<file path="src/verilog/frs_pkg.sv">
package frs_pkg;

    // ****************************************************************
    // Clock and timing
    // ****************************************************************
    localparam int unsigned CLK_HZ            = 25_000_000;
    localparam int unsigned DRIVE_HZ          = 1_000;
    localparam int unsigned DRIVE_HALF_CYC    = CLK_HZ / (2 * DRIVE_HZ);
    localparam int unsigned PICKUP_MS_DEF     = 2;
    localparam int unsigned LOSS_MS_DEF       = 4;
    localparam int unsigned CYC_PER_MS        = CLK_HZ / 1000;
    localparam int unsigned MONITOR_LIMIT_DEF = 2 * DRIVE_HALF_CYC + 16;

    // ****************************************************************
    // Widths and reset values
    // ****************************************************************
    localparam int unsigned GAIN_W      = 8;
    localparam int unsigned COUNT_W     = 16;
    localparam int unsigned TIME_W      = 16;
    localparam logic [GAIN_W-1:0] GAIN_RST = 8'h32;

    typedef struct packed {
        logic              flame_on;
        logic              fault;
        logic [COUNT_W-1:0] raw_count;
    } frs_sense_t;

    typedef struct packed {
        logic              wr;
        logic [TIME_W-1:0] pickup_ms;
        logic [TIME_W-1:0] flame_loss_response_time;
        logic [GAIN_W-1:0] gain;
    } frs_cfg_t;

    typedef enum logic [1:0] {
        FRS_OFF,
        FRS_PICKUP,
        FRS_ON,
        FRS_LOSING
    } frs_state_t;

endpackage : frs_pkg

</file>
<file path="src/verilog/frs_toggle_drive.sv">
`timescale 1ns/10ps
module frs_toggle_drive #(
    parameter int unsigned HALF_CYC = 12_500
) (
    input  wire logic clk,
    input  wire logic reset_n,
    input  wire logic enable,
    output logic      drive
);
    import frs_pkg::*;

    logic [$clog2(HALF_CYC+1)-1:0] cnt;

    // Enabled: square wave at 50 percent duty; disabled: held low.
    always_ff @(posedge clk) begin
        if (!reset_n || !enable) begin
            cnt   <= '0;
            drive <= 1'b0;
        end else if (cnt == ($bits(cnt))'(HALF_CYC - 1)) begin
            cnt   <= '0;
            drive <= ~drive;
        end else begin
            cnt <= cnt + 1'b1;
        end
    end

endmodule : frs_toggle_drive

</file>
<file path="src/verilog/frs_flame_relay.sv">
`timescale 1ns/10ps
module frs_flame_relay
    import frs_pkg::*;
#(
    parameter int unsigned PICKUP_MS     = PICKUP_MS_DEF,
    parameter int unsigned LOSS_MS       = LOSS_MS_DEF,
    parameter int unsigned MONITOR_LIMIT = MONITOR_LIMIT_DEF,
    parameter int unsigned MS_CYC        = CYC_PER_MS,
    parameter int unsigned HALF_CYC      = DRIVE_HALF_CYC
) (
    input  wire logic                   clk,
    input  wire logic                   reset_n,
    input  wire frs_pkg::frs_sense_t    sense,
    input  wire frs_pkg::frs_cfg_t      cfg,
    input  wire logic [frs_pkg::TIME_W-1:0] nv_pickup_ms,
    input  wire logic [frs_pkg::TIME_W-1:0] nv_loss_ms,
    input  wire logic [frs_pkg::GAIN_W-1:0] nv_gain,
    input  wire logic                   nv_valid,
    output logic                        nv_wr,
    output logic [frs_pkg::TIME_W-1:0]  nv_wr_pickup_ms,
    output logic [frs_pkg::TIME_W-1:0]  nv_wr_loss_ms,
    output logic [frs_pkg::GAIN_W-1:0]  nv_wr_gain,
    output logic [31:0]                 flame_count,
    output logic                        flame_drive,
    output logic                        check_drive,
    output logic                        fault_out,
    output logic                        flame_state
);

    // ****************************************************************
    // Input synchronisers
    // ****************************************************************
    logic [1:0] flame_sync;
    logic [1:0] fault_sync;

    always_ff @(posedge clk) begin
        if (!reset_n) begin
            flame_sync <= 2'h0;
            fault_sync <= 2'h3;
        end else begin
            flame_sync <= {flame_sync[0], sense.flame_on};
            fault_sync <= {fault_sync[0], sense.fault};
        end
    end

    wire logic flame_s = flame_sync[1];
    wire logic fault_s = fault_sync[1];

    // ****************************************************************
    // Settings held in nonvolatile storage
    // ****************************************************************
    // Live copies are reloaded from storage after every power-up, so a
    // setting written before power loss is what runs afterwards.
    logic [TIME_W-1:0] pickup_ms;
    logic [TIME_W-1:0] loss_ms;
    logic [GAIN_W-1:0] gain;
    logic              loaded;

    always_ff @(posedge clk) begin
        if (!reset_n) begin
            pickup_ms <= TIME_W'(PICKUP_MS);
            loss_ms   <= TIME_W'(LOSS_MS);
            gain      <= GAIN_RST;
            loaded    <= 1'b0;
        end else if (!loaded && nv_valid) begin
            pickup_ms <= nv_pickup_ms;
            loss_ms   <= nv_loss_ms;
            gain      <= nv_gain;
            loaded    <= 1'b1;
        end else if (cfg.wr) begin
            pickup_ms <= cfg.pickup_ms;
            loss_ms   <= cfg.flame_loss_response_time;
            gain      <= cfg.gain;
        end
    end

    always_ff @(posedge clk) begin
        if (!reset_n) begin
            nv_wr           <= 1'b0;
            nv_wr_pickup_ms <= '0;
            nv_wr_loss_ms   <= '0;
            nv_wr_gain      <= '0;
        end else begin
            nv_wr           <= cfg.wr;
            nv_wr_pickup_ms <= cfg.pickup_ms;
            nv_wr_loss_ms   <= cfg.flame_loss_response_time;
            nv_wr_gain      <= cfg.gain;
        end
    end

    // ****************************************************************
    // Flame count scaled by gain
    // ****************************************************************
    always_ff @(posedge clk) begin
        if (!reset_n) begin
            flame_count <= '0;
        end else begin
            flame_count <= 32'(sense.raw_count) * 32'(gain);
        end
    end

    // ****************************************************************
    // Millisecond tick and timers
    // ****************************************************************
    logic [$clog2(MS_CYC+1)-1:0] ms_cnt;
    logic                        ms_tick;
    logic [TIME_W-1:0]           ms_elapsed;
    frs_state_t                  state;
    logic                        fault;

    always_ff @(posedge clk) begin
        if (!reset_n) begin
            ms_cnt  <= '0;
            ms_tick <= 1'b0;
        end else begin
            ms_tick <= (ms_cnt == ($bits(ms_cnt))'(MS_CYC - 1));
            ms_cnt  <= (ms_cnt == ($bits(ms_cnt))'(MS_CYC - 1)) ? '0 : ms_cnt + 1'b1;
        end
    end

    // ****************************************************************
    // Flame relay state machine
    // ****************************************************************
    always_ff @(posedge clk) begin
        if (!reset_n) begin
            state      <= FRS_OFF;
            ms_elapsed <= '0;
        end else if (fault) begin
            state      <= FRS_OFF;
            ms_elapsed <= '0;
        end else begin
            unique case (state)
                FRS_OFF: begin
                    ms_elapsed <= '0;
                    if (flame_s) state <= FRS_PICKUP;
                end
                FRS_PICKUP: begin
                    if (!flame_s) begin
                        state      <= FRS_OFF;
                        ms_elapsed <= '0;
                    end else if (ms_elapsed > pickup_ms) begin
                        state      <= FRS_ON;
                        ms_elapsed <= '0;
                    end else if (ms_tick) begin
                        ms_elapsed <= ms_elapsed + 1'b1;
                    end
                end
                FRS_ON: begin
                    ms_elapsed <= '0;
                    if (!flame_s) state <= FRS_LOSING;
                end
                FRS_LOSING: begin
                    if (flame_s) begin
                        state      <= FRS_ON;
                        ms_elapsed <= '0;
                    end else if (ms_elapsed >= loss_ms) begin
                        state      <= FRS_OFF;
                        ms_elapsed <= '0;
                    end else if (ms_tick) begin
                        ms_elapsed <= ms_elapsed + 1'b1;
                    end
                end
            endcase
        end
    end

    // ****************************************************************
    // Relay drives and activity monitor
    // ****************************************************************
    logic check_en;
    logic flame_en;
    logic check_wave;
    logic flame_wave;

    assign check_en = loaded && !fault;
    assign flame_en = check_en && (state == FRS_ON || state == FRS_LOSING);

    frs_toggle_drive #(.HALF_CYC(HALF_CYC)) u_check (
        .clk     (clk),
        .reset_n (reset_n),
        .enable  (check_en),
        .drive   (check_wave)
    );

    frs_toggle_drive #(.HALF_CYC(HALF_CYC)) u_flame (
        .clk     (clk),
        .reset_n (reset_n),
        .enable  (flame_en),
        .drive   (flame_wave)
    );

    // The flame wave only passes while check_en is set, so a stuck check
    // drive, once the monitor latches a fault, also holds the flame drive low.
    assign check_drive = check_wave;
    assign flame_drive = flame_wave & check_en;

    // Watch each enabled wave; a stall latches a fault until reset, since
    // a stuck driver is not trusted to recover on its own.
    logic [$clog2(MONITOR_LIMIT+1)-1:0] idle_chk;
    logic [$clog2(MONITOR_LIMIT+1)-1:0] idle_flm;
    logic                               chk_prev;
    logic                               flm_prev;
    logic                               stall;

    always_ff @(posedge clk) begin
        if (!reset_n) begin
            chk_prev <= 1'b0;
            flm_prev <= 1'b0;
            idle_chk <= '0;
            idle_flm <= '0;
            stall    <= 1'b0;
        end else begin
            chk_prev <= check_wave;
            flm_prev <= flame_wave;
            idle_chk <= (!check_en || check_wave != chk_prev) ? '0 : idle_chk + 1'b1;
            idle_flm <= (!flame_en || flame_wave != flm_prev) ? '0 : idle_flm + 1'b1;
            if (idle_chk >= ($bits(idle_chk))'(MONITOR_LIMIT) ||
                idle_flm >= ($bits(idle_flm))'(MONITOR_LIMIT)) begin
                stall <= 1'b1;
            end
        end
    end

    assign fault       = fault_s || stall;
    assign fault_out   = fault;
    assign flame_state = (state == FRS_ON || state == FRS_LOSING);

endmodule : frs_flame_relay

</file>
<file path="config.mk">
export PLATFORM = sky130hd
export DESIGN_NAME = frs_flame_relay
export DESIGN_NICKNAME = d
export VERILOG_FILES = /design/src/verilog/frs_pkg.sv /design/src/verilog/frs_toggle_drive.sv /design/src/verilog/frs_flame_relay.sv
export SDC_FILE = /design/constraint.sdc
export NUM_CORES = 1
export LEC_CHECK = 0
export ABC_AREA = 1
export BUFFER_PORTS_ARGS = -buffer_cell sky130_fd_sc_hd__buf_2
export CAP_MARGIN = 20
export CORE_UTILIZATION = 40
export DETAILED_ROUTE_END_ITERATION = 16
export HOLD_SLACK_MARGIN = 0.15
export SYNTH_ARGS = -nofsm -noshare
export SYNTH_HDL_FRONTEND = slang
export SYNTH_SLANG_ARGS = --single-unit
</file>
<file path="constraint.sdc">
create_clock -name clk -period 7.51 [get_ports clk]
set_input_delay 0.3755 -clock clk [delete_from_list [all_inputs] [get_ports clk]]
set_output_delay 0.3755 -clock clk [all_outputs]
set_load 0.005 [all_outputs]
</file>
==> results of run 1 <==
[sequential cells by signal, summed over array words and instances, names as in the netlist, 15 cells and up, named ones only]
signal and cells:
pickup_ms 16, idle_chk 15, loss_ms 16, ms_elapsed 16, idle_flm 15, nv_wr_loss_ms 16, nv_wr_pickup_ms 16, ms_cnt 15
flame_count 24
[layer usage]
layer | vias to the layer above | global-route usage [%]
met5 | - | 0
met4 | 0 | 5.70
met3 | 58 | 3.24
met2 | 273 | 32.4
met1 | 5217 | 27.1
li1 | 5788 | -
[logic make-up (layout without fill, tap and decap cells)]
logic type	count (synthesis)	in the layout	synth area share, %
and+or+nand+nor	617	617	21.0
other	1	10	0.0287
adders and majority gates	168	168	20.9
DFF	207	207	31.7
xor gates and xnor gates	26	26	1.74
AOI/OAI and AO/OA	262	262	10.7
buffers and inverters	476	702	14.0
[worst max-delay path, cell delays in order, from the launching register on]
cell and delay [ps]:
dfxtp_1 850, nand2_1 170, fa_1 530, fa_1 490, inv_1 50, fa_1 540, inv_1 60, fa_1 540
inv_1 50, ha_1 340, nand2_1 70, inv_1 70, a21oi_1 90, o21ai_0 410, a21oi_1 150, o21ai_0 170
a21oi_1 60
[per-stage QoR]
| stage | setup slack [ps] | hold WS [ps] | total power, mW | cells | instance area [um^2] |
|---|---|---|---|---|---|
| after floorplan | 3180 | 390 | 2.28 | 1764 | 13100 |
| after global placement | 2860 | 401 | 2.69 | 2297 | 14200 |
| after detailed placement | 2810 | 404 | 2.71 | 2297 | 14200 |
| after CTS | 2790 | 155 | 3.99 | 2424 | 15900 |
| after global routing | 2410 | 181 | 4.28 | 2425 | 15900 |
| final | 2760 | 164 | 3.96 | 2427 | 15900 |
[area by class of cell]
cell class / count / area (um^2)
Inverter: 402 / 1510
Multi-Input combinational cell: 1081 / 7140
Antenna cell: 2 / 5.00
Clock buffer: 37 / 721
Fill cell: 3153 / 16000
Clock inverter: 9 / 116
Tap cell: 435 / 544
Timing Repair Buffer: 254 / 1710
Sequential cell: 207 / 4140
[report_power, final]
part | internal (mW) | total [mW] | switching, mW
clock network | 0.736 | 1.22 | 0.484
logic | 0.556 | 1.51 | 0.957
registers | 1.18 | 1.23 | 0.0445
[Yosys cell counts, types with 7 or more instances]
master	instances	area [um^2]
nor3_1	21	105
clkbuf_1	54	203
inv_2	8	30.0
buf_4	8	60.1
inv_1	394	1480
nor4_1	9	56.3
nand4_1	20	125
fa_1	84	1680
dfxtp_1	207	4140
nand3_1	38	190
o21ai_0	106	531
or2_2	7	43.8
nor2_1	133	499
ha_1	84	1050
nor2_2	9	56.3
xnor2_1	7	61.3
nand3_2	7	70.1
nor2_4	8	90.1
a21oi_1	116	581
nand2_1	340	1280
xor2_1	19	166
a31oi_1	11	68.8
o21a_1	10	75.1
[cell usage in the layout (no fill, tap or decap), drive strengths merged]
cell,n
o221ai,2
diode,2
a31o,2
bufinv,2
nor4,9
or2,7
xor2,19
o21a,10
a21oi,116
inv,403
nand3,45
nand2,344
o21ai,106
nand4,20
and3,3
clkinv,5
ha,84
o22ai,1
dfxtp,207
dlygate4sd3,81
conb,8
a21boi,1
clkbuf,37
nor3b,8
xnor2,7
o31ai,1
nor3,29
a21o,5
fa,84
buf,173
clkinvlp,1
a211oi,4
o21bai,3
nor2,150
a31oi,11
nand3b,2
[worst max path at each step]
stage / start / end / slack [ps] / cells after the start
detailed placement: gain[4] / flame_count[17] / 2810 / 16
global route: gain[4] / flame_count[17] / 2410 / 16
finish: gain[4] / flame_count[17] / 2760 / 16
global placement: gain[3] / flame_count[10] / 2860 / 15
CTS: gain[4] / flame_count[17] / 2790 / 16
floorplan: gain[7] / flame_count[16] / 3180 / 18
==> impl_results.md, run 1 <==
- DIE AREA: 0.0334 mm^2
- Sequential element share of the synthesized area: 31.7%
- Post-Synthesis Cells: 1757
- Routability cong.: 0.858
- Worst-skew pair later-pin latency: 540 ps
- Post-synth EDFFs: 0
- Share of layout cells above drive strength 1: 13.5%
- TritonCTS clock tree: built
- CP arrival: 5170 ps
- Initial antenna violation count: 0
- Worst relative slew slack: about two fifths
- Worst-margin pin slew: 881 ps
- Port-buffer cells: 170
- Synth Flop Type: dfxtp_1
- Setup Fix Bufs, Post-CTS: 0
- Die height: about 180 um
- Hold Crit Depth: 3
- Met2 wire len: ~15000 um
- Resize count post-CTS: 0
- GRT Util Overall: 19.9%
- GRT Residual Overflow: 0
- Nets@finish: 2241
- Hold_buf cts: just over 80
- Initial DRC count: ~570
- H-tree Lvls: 1
- Sink Count: 207
- Worst Clk Skew: 9.70 ps
- RSZ-0062 raised after global routing: false
- DP Wirelength: roughly 24000 um
- Pwr per Cell Area: 249 mW/mm^2
- Wire length on met1: 15300 um
- Metal3 WL: 1840 um
- # rows: 65
- Fmax: 210 MHz
- Final Max Slew Viols: 0
- Final setup TNS: 0 ps
- Peak supply drop: about 260 uV
- First-pass iteration count of the detailed router: 5
- Worst Hold End: gain[7]
- CP Launch Type: register
- Final Hold Viols: 0
- Yosys warning count: 0
- IO Count: 179
- Register bit count reported by yosys: between 200 and 250
- Top layer in use: met4
- Final WL: between 30000 and 40000 um
- WL/cell: around 13 um
- Avg Cell Area, Syn: 7.45 um^2
- Vias in the first global route: ~11000
- Routed vias/inst: 4.67
- Final Setup Violations: 0
- Fin crit share: 63.3%
- Global-route wire length before repair: roughly 54000 um
- Post-synthesis cell area: 0.0131 mm^2
- Ys async rst share: 0%
- Worst R2R Setup Slack: 2760 ps
- Clock transition at the registers of the reported paths: around 60 ps
- Core ar.: 0.0319 mm^2
- CTS buffer count: 25
- Run status: complete, no violations
- HP Start: nv_gain[7]
- Minimum clock period: 4750 ps
- Fin util: around half
- Static Leak: 8.35 nW
- CTS max path bufs: 3
- Worst Hold Class: input pin to register
- Largest net degree at the start of global routing: 75
- Total number of vias: 11300
- Worst R2R Path Depth: 16
- Antenna-violating nets left: 0
- Crit path kind: register to register
- Die W: 183 um
- R2R Path Start: gain[4]
- Synth cell types: 43
- CP endpoint kind: register
- Initial Util: 41.0%
- Critical Path RT: between 7000 and 8000 ps
- Reg-to-Reg End: flame_count[17]
- Synthesis-to-finish area growth: 21.4%
- Root Driver: clkbuf_16
- Maximum fanout along the worst path: 17
- Post-route DRC: 0
- Max Cap Viol: 0
Power figures use the tool's default switching activity.
==> run 2: changes to the inputs <==
==> constraint.sdc (replaced) <==
create_clock -name clk -period 4.57 [get_ports clk]
set_input_delay 0.2285 -clock clk [delete_from_list [all_inputs] [get_ports clk]]
set_output_delay 0.2285 -clock clk [all_outputs]
set_load 0.005 [all_outputs]
==> impl_results.md, run 2 (same netlist as run 1, synthesis figures left out) <==
- Maximum fanout along the worst path: 12 (-5)
- Non-Filler Instances: 2454 (+1.1%)
- IO Count: 179 (unchanged)
- Minimum clock period: 4310 ps (-442 ps)
- Met2 wire len: 15900 um (+9.1%)
- Initial Util: 41.0% (unchanged)
- Setup Fix Bufs, Post-CTS: 0 (unchanged)
- CP Launch Type: register
- GRT Util Overall: 20.7% (+0.86 points)
- Fmax: 232 MHz (+10%)
- Clock transition at the registers of the reported paths: 60 ps (about the same)
- DP Cell Count: 2314 (+0.74%)
- Share of layout cells above drive strength 1: 14.4% (+0.85 points)
- Worst Hold Class: input pin to register
- Slowest-stage cell, CP: fa_1
- Pwr per Cell Area: 407 mW/mm^2 (+63%)
- Max reg flops: 24 (unchanged)
- Worst-margin pin slew: 894 ps (+13.2 ps)
- Largest net degree at the start of global routing: 86 (+15%)
- Global-route wire length before repair: 56100 um (+3.4%)
- Worst path max stage delay: 560 ps (-290 ps)
- Final Max Slew Viols: 0 (unchanged)
- First-pass iteration count of the detailed router: 5 (unchanged)
- Total number of vias: 11400 (+0.53%)
- Most common cell after layout, fill and taps aside: inv_1
- Worst Clk Skew: 14.9 ps (+5.23 ps)
- RSZ-0062 raised after global routing: false
- Setup WS pre-CTS: 101 ps (-2710 ps)
- Routability cong.: 0.868 (+1.1%)
- WL/cell: 13.7 um (+2.6%)
- GRT Residual Overflow: 0 (unchanged)
- CTS max path bufs: 3 (unchanged)
- Port-buffer cells: 170 (unchanged)
- Final Hold Viols: 0 (unchanged)
- Routed vias/inst: 4.64 (-0.58%)
- Core ar.: 0.0319 mm^2 (unchanged)
- Initial antenna violation count: 0 (unchanged)
- Run status: complete, no violations
- Final WL: 33700 um (+3.7%)
- Fin crit share: 94.3% (+31 points)
- Peak supply drop: 415 uV (+58%)
- Die W: 183 um (unchanged)
- Worst-skew pair later-pin latency: 560 ps (+20 ps)
- TritonCTS clock tree: built
- Nets@finish: 2273 (+1.4%)
- Synthesis-to-finish area growth: 23.4%
- Crit path kind: register to register
- Critical path cell sequence: buf_4, nand2_1, inv_1, fa_1, fa_1, inv_1, fa_1, fa_1, inv_1, ha_1, a21oi_1, nand2_1, a21oi_1, o21ai_0, a21oi_1, o21ai_0, a21oi_1
- DP Wirelength: 24600 um (+2.3%)
- Final setup TNS: 0 ps (unchanged)
- DIE AREA: 0.0334 mm^2 (unchanged)
- Vias in the first global route: 11500 (+2.8%)
- Root Driver: clkbuf_16
- CP arrival: 4800 ps (-370 ps)
- Critical Path RT: 5060 ps (-2870 ps)
- Wire length on met1: 15400 um (+0.49%)
- Fin util: 50.6% (+0.81 points)
- Post-route DRC: 0 (unchanged)
- Initial DRC count: 525 (-7.4%)
- CTS buffer count: 25 (unchanged)
- Top layer in use: met4
- Max Cap Viol: 0 (unchanged)
- Commonest cells after routing, fill and taps aside: 393 x inv_1, 340 x nand2_1, 203 x dfxtp_1, 169 x buf_2, 133 x nor2_1
- CP endpoint kind: register
- Static Leak: 8.47 nW (+1.4%)
- Antenna-violating nets left: 0 (unchanged)
- Final Setup Violations: 0 (unchanged)
- Die height: 183 um (unchanged)
- Worst relative slew slack: 40.4% (-0.80 points)
- PnR worst setup slack: 260 ps (-2500 ps)
- Metal3 WL: 1470 um (-20%)
- # rows: 65 (unchanged)
- Sink Count: 207 (unchanged)
- Largest Register: flame_count
- H-tree Lvls: 1 (unchanged)
run 2: cell count changes in the layout (fill, tap and decap cells not counted), moves of 2 or more:
cell and delta:
clkbuf_1 -3, dlygate4sd3_1 +15, buf_4 +15, buf_12 +3, dfxtp_1 -4, clkbuf_8 +2
dfxtp_2 +3, bufinv_16 -2
run 2: routing by layer:
layer | up-vias | GRT usage (%)
met4 | 0 | 7.30
met1 | 5239 | 27.1
met5 | - | 0
met2 | 244 | 35.0
met3 | 64 | 2.86
li1 | 5849 | -
run 2: where the power goes:
| group | internal (mW) | leakage (nW) | switching (mW) |
|---|---|---|---|
| Clock | 1.12 | 0.393 | 0.812 |
| Combinational | 1.02 | 6.38 | 1.63 |
| Sequential | 1.94 | 1.70 | 0.0534 |
run 2: final timing paths:
| check | startpoint | endpoint | slack, ps | cells after the start |
|---|---|---|---|---|
| min reg2reg | fault_sync[0] | fault_sync[1] | 410 | 1 |
| max | gain[4] | flame_count[17] | 260 | 17 |
| max reg2reg | gain[4] | flame_count[17] | 260 | 17 |
| min | sense[1] | flame_count[1] | 330 | 6 |
run 2: critical path: cells and delay by family, from the launching register on:
family | cells | cell delay [ps]
AOI/OAI and AO/OA | 6 | 950
buffers and inverters | 4 | 340
DFF | 1 | 420
adders and majority gates | 5 | 2360
and+or+nand+nor | 2 | 160
run 2: stage by stage:
step | area [um^2] | hold WS (ps) | power, mW
after floorplan | 13100 | 322 | 3.75
after global placement | 14400 | 400 | 4.53
after detailed placement | 14400 | 402 | 4.56
after CTS | 16100 | 296 | 6.60
after global routing | 16100 | 362 | 7.10
final | 16100 | 327 | 6.58
run 2: timing repair:
item	CTS	global route
endpoints found under the hold margin	98	0
endpoints found under the setup margin	0	15
gates resized for setup	0	8
hold buffers	96	0
run 2: cell type report:
type / instances / area [um^2]
Clock buffer: 36 / 737
Antenna cell: 1 / 2.50
Sequential cell: 207 / 4150
Tap cell: 435 / 544
Inverter: 402 / 1510
Fill cell: 3104 / 15700
Clock inverter: 6 / 52.6
Timing Repair Buffer: 286 / 2000
Multi-Input combinational cell: 1081 / 7140
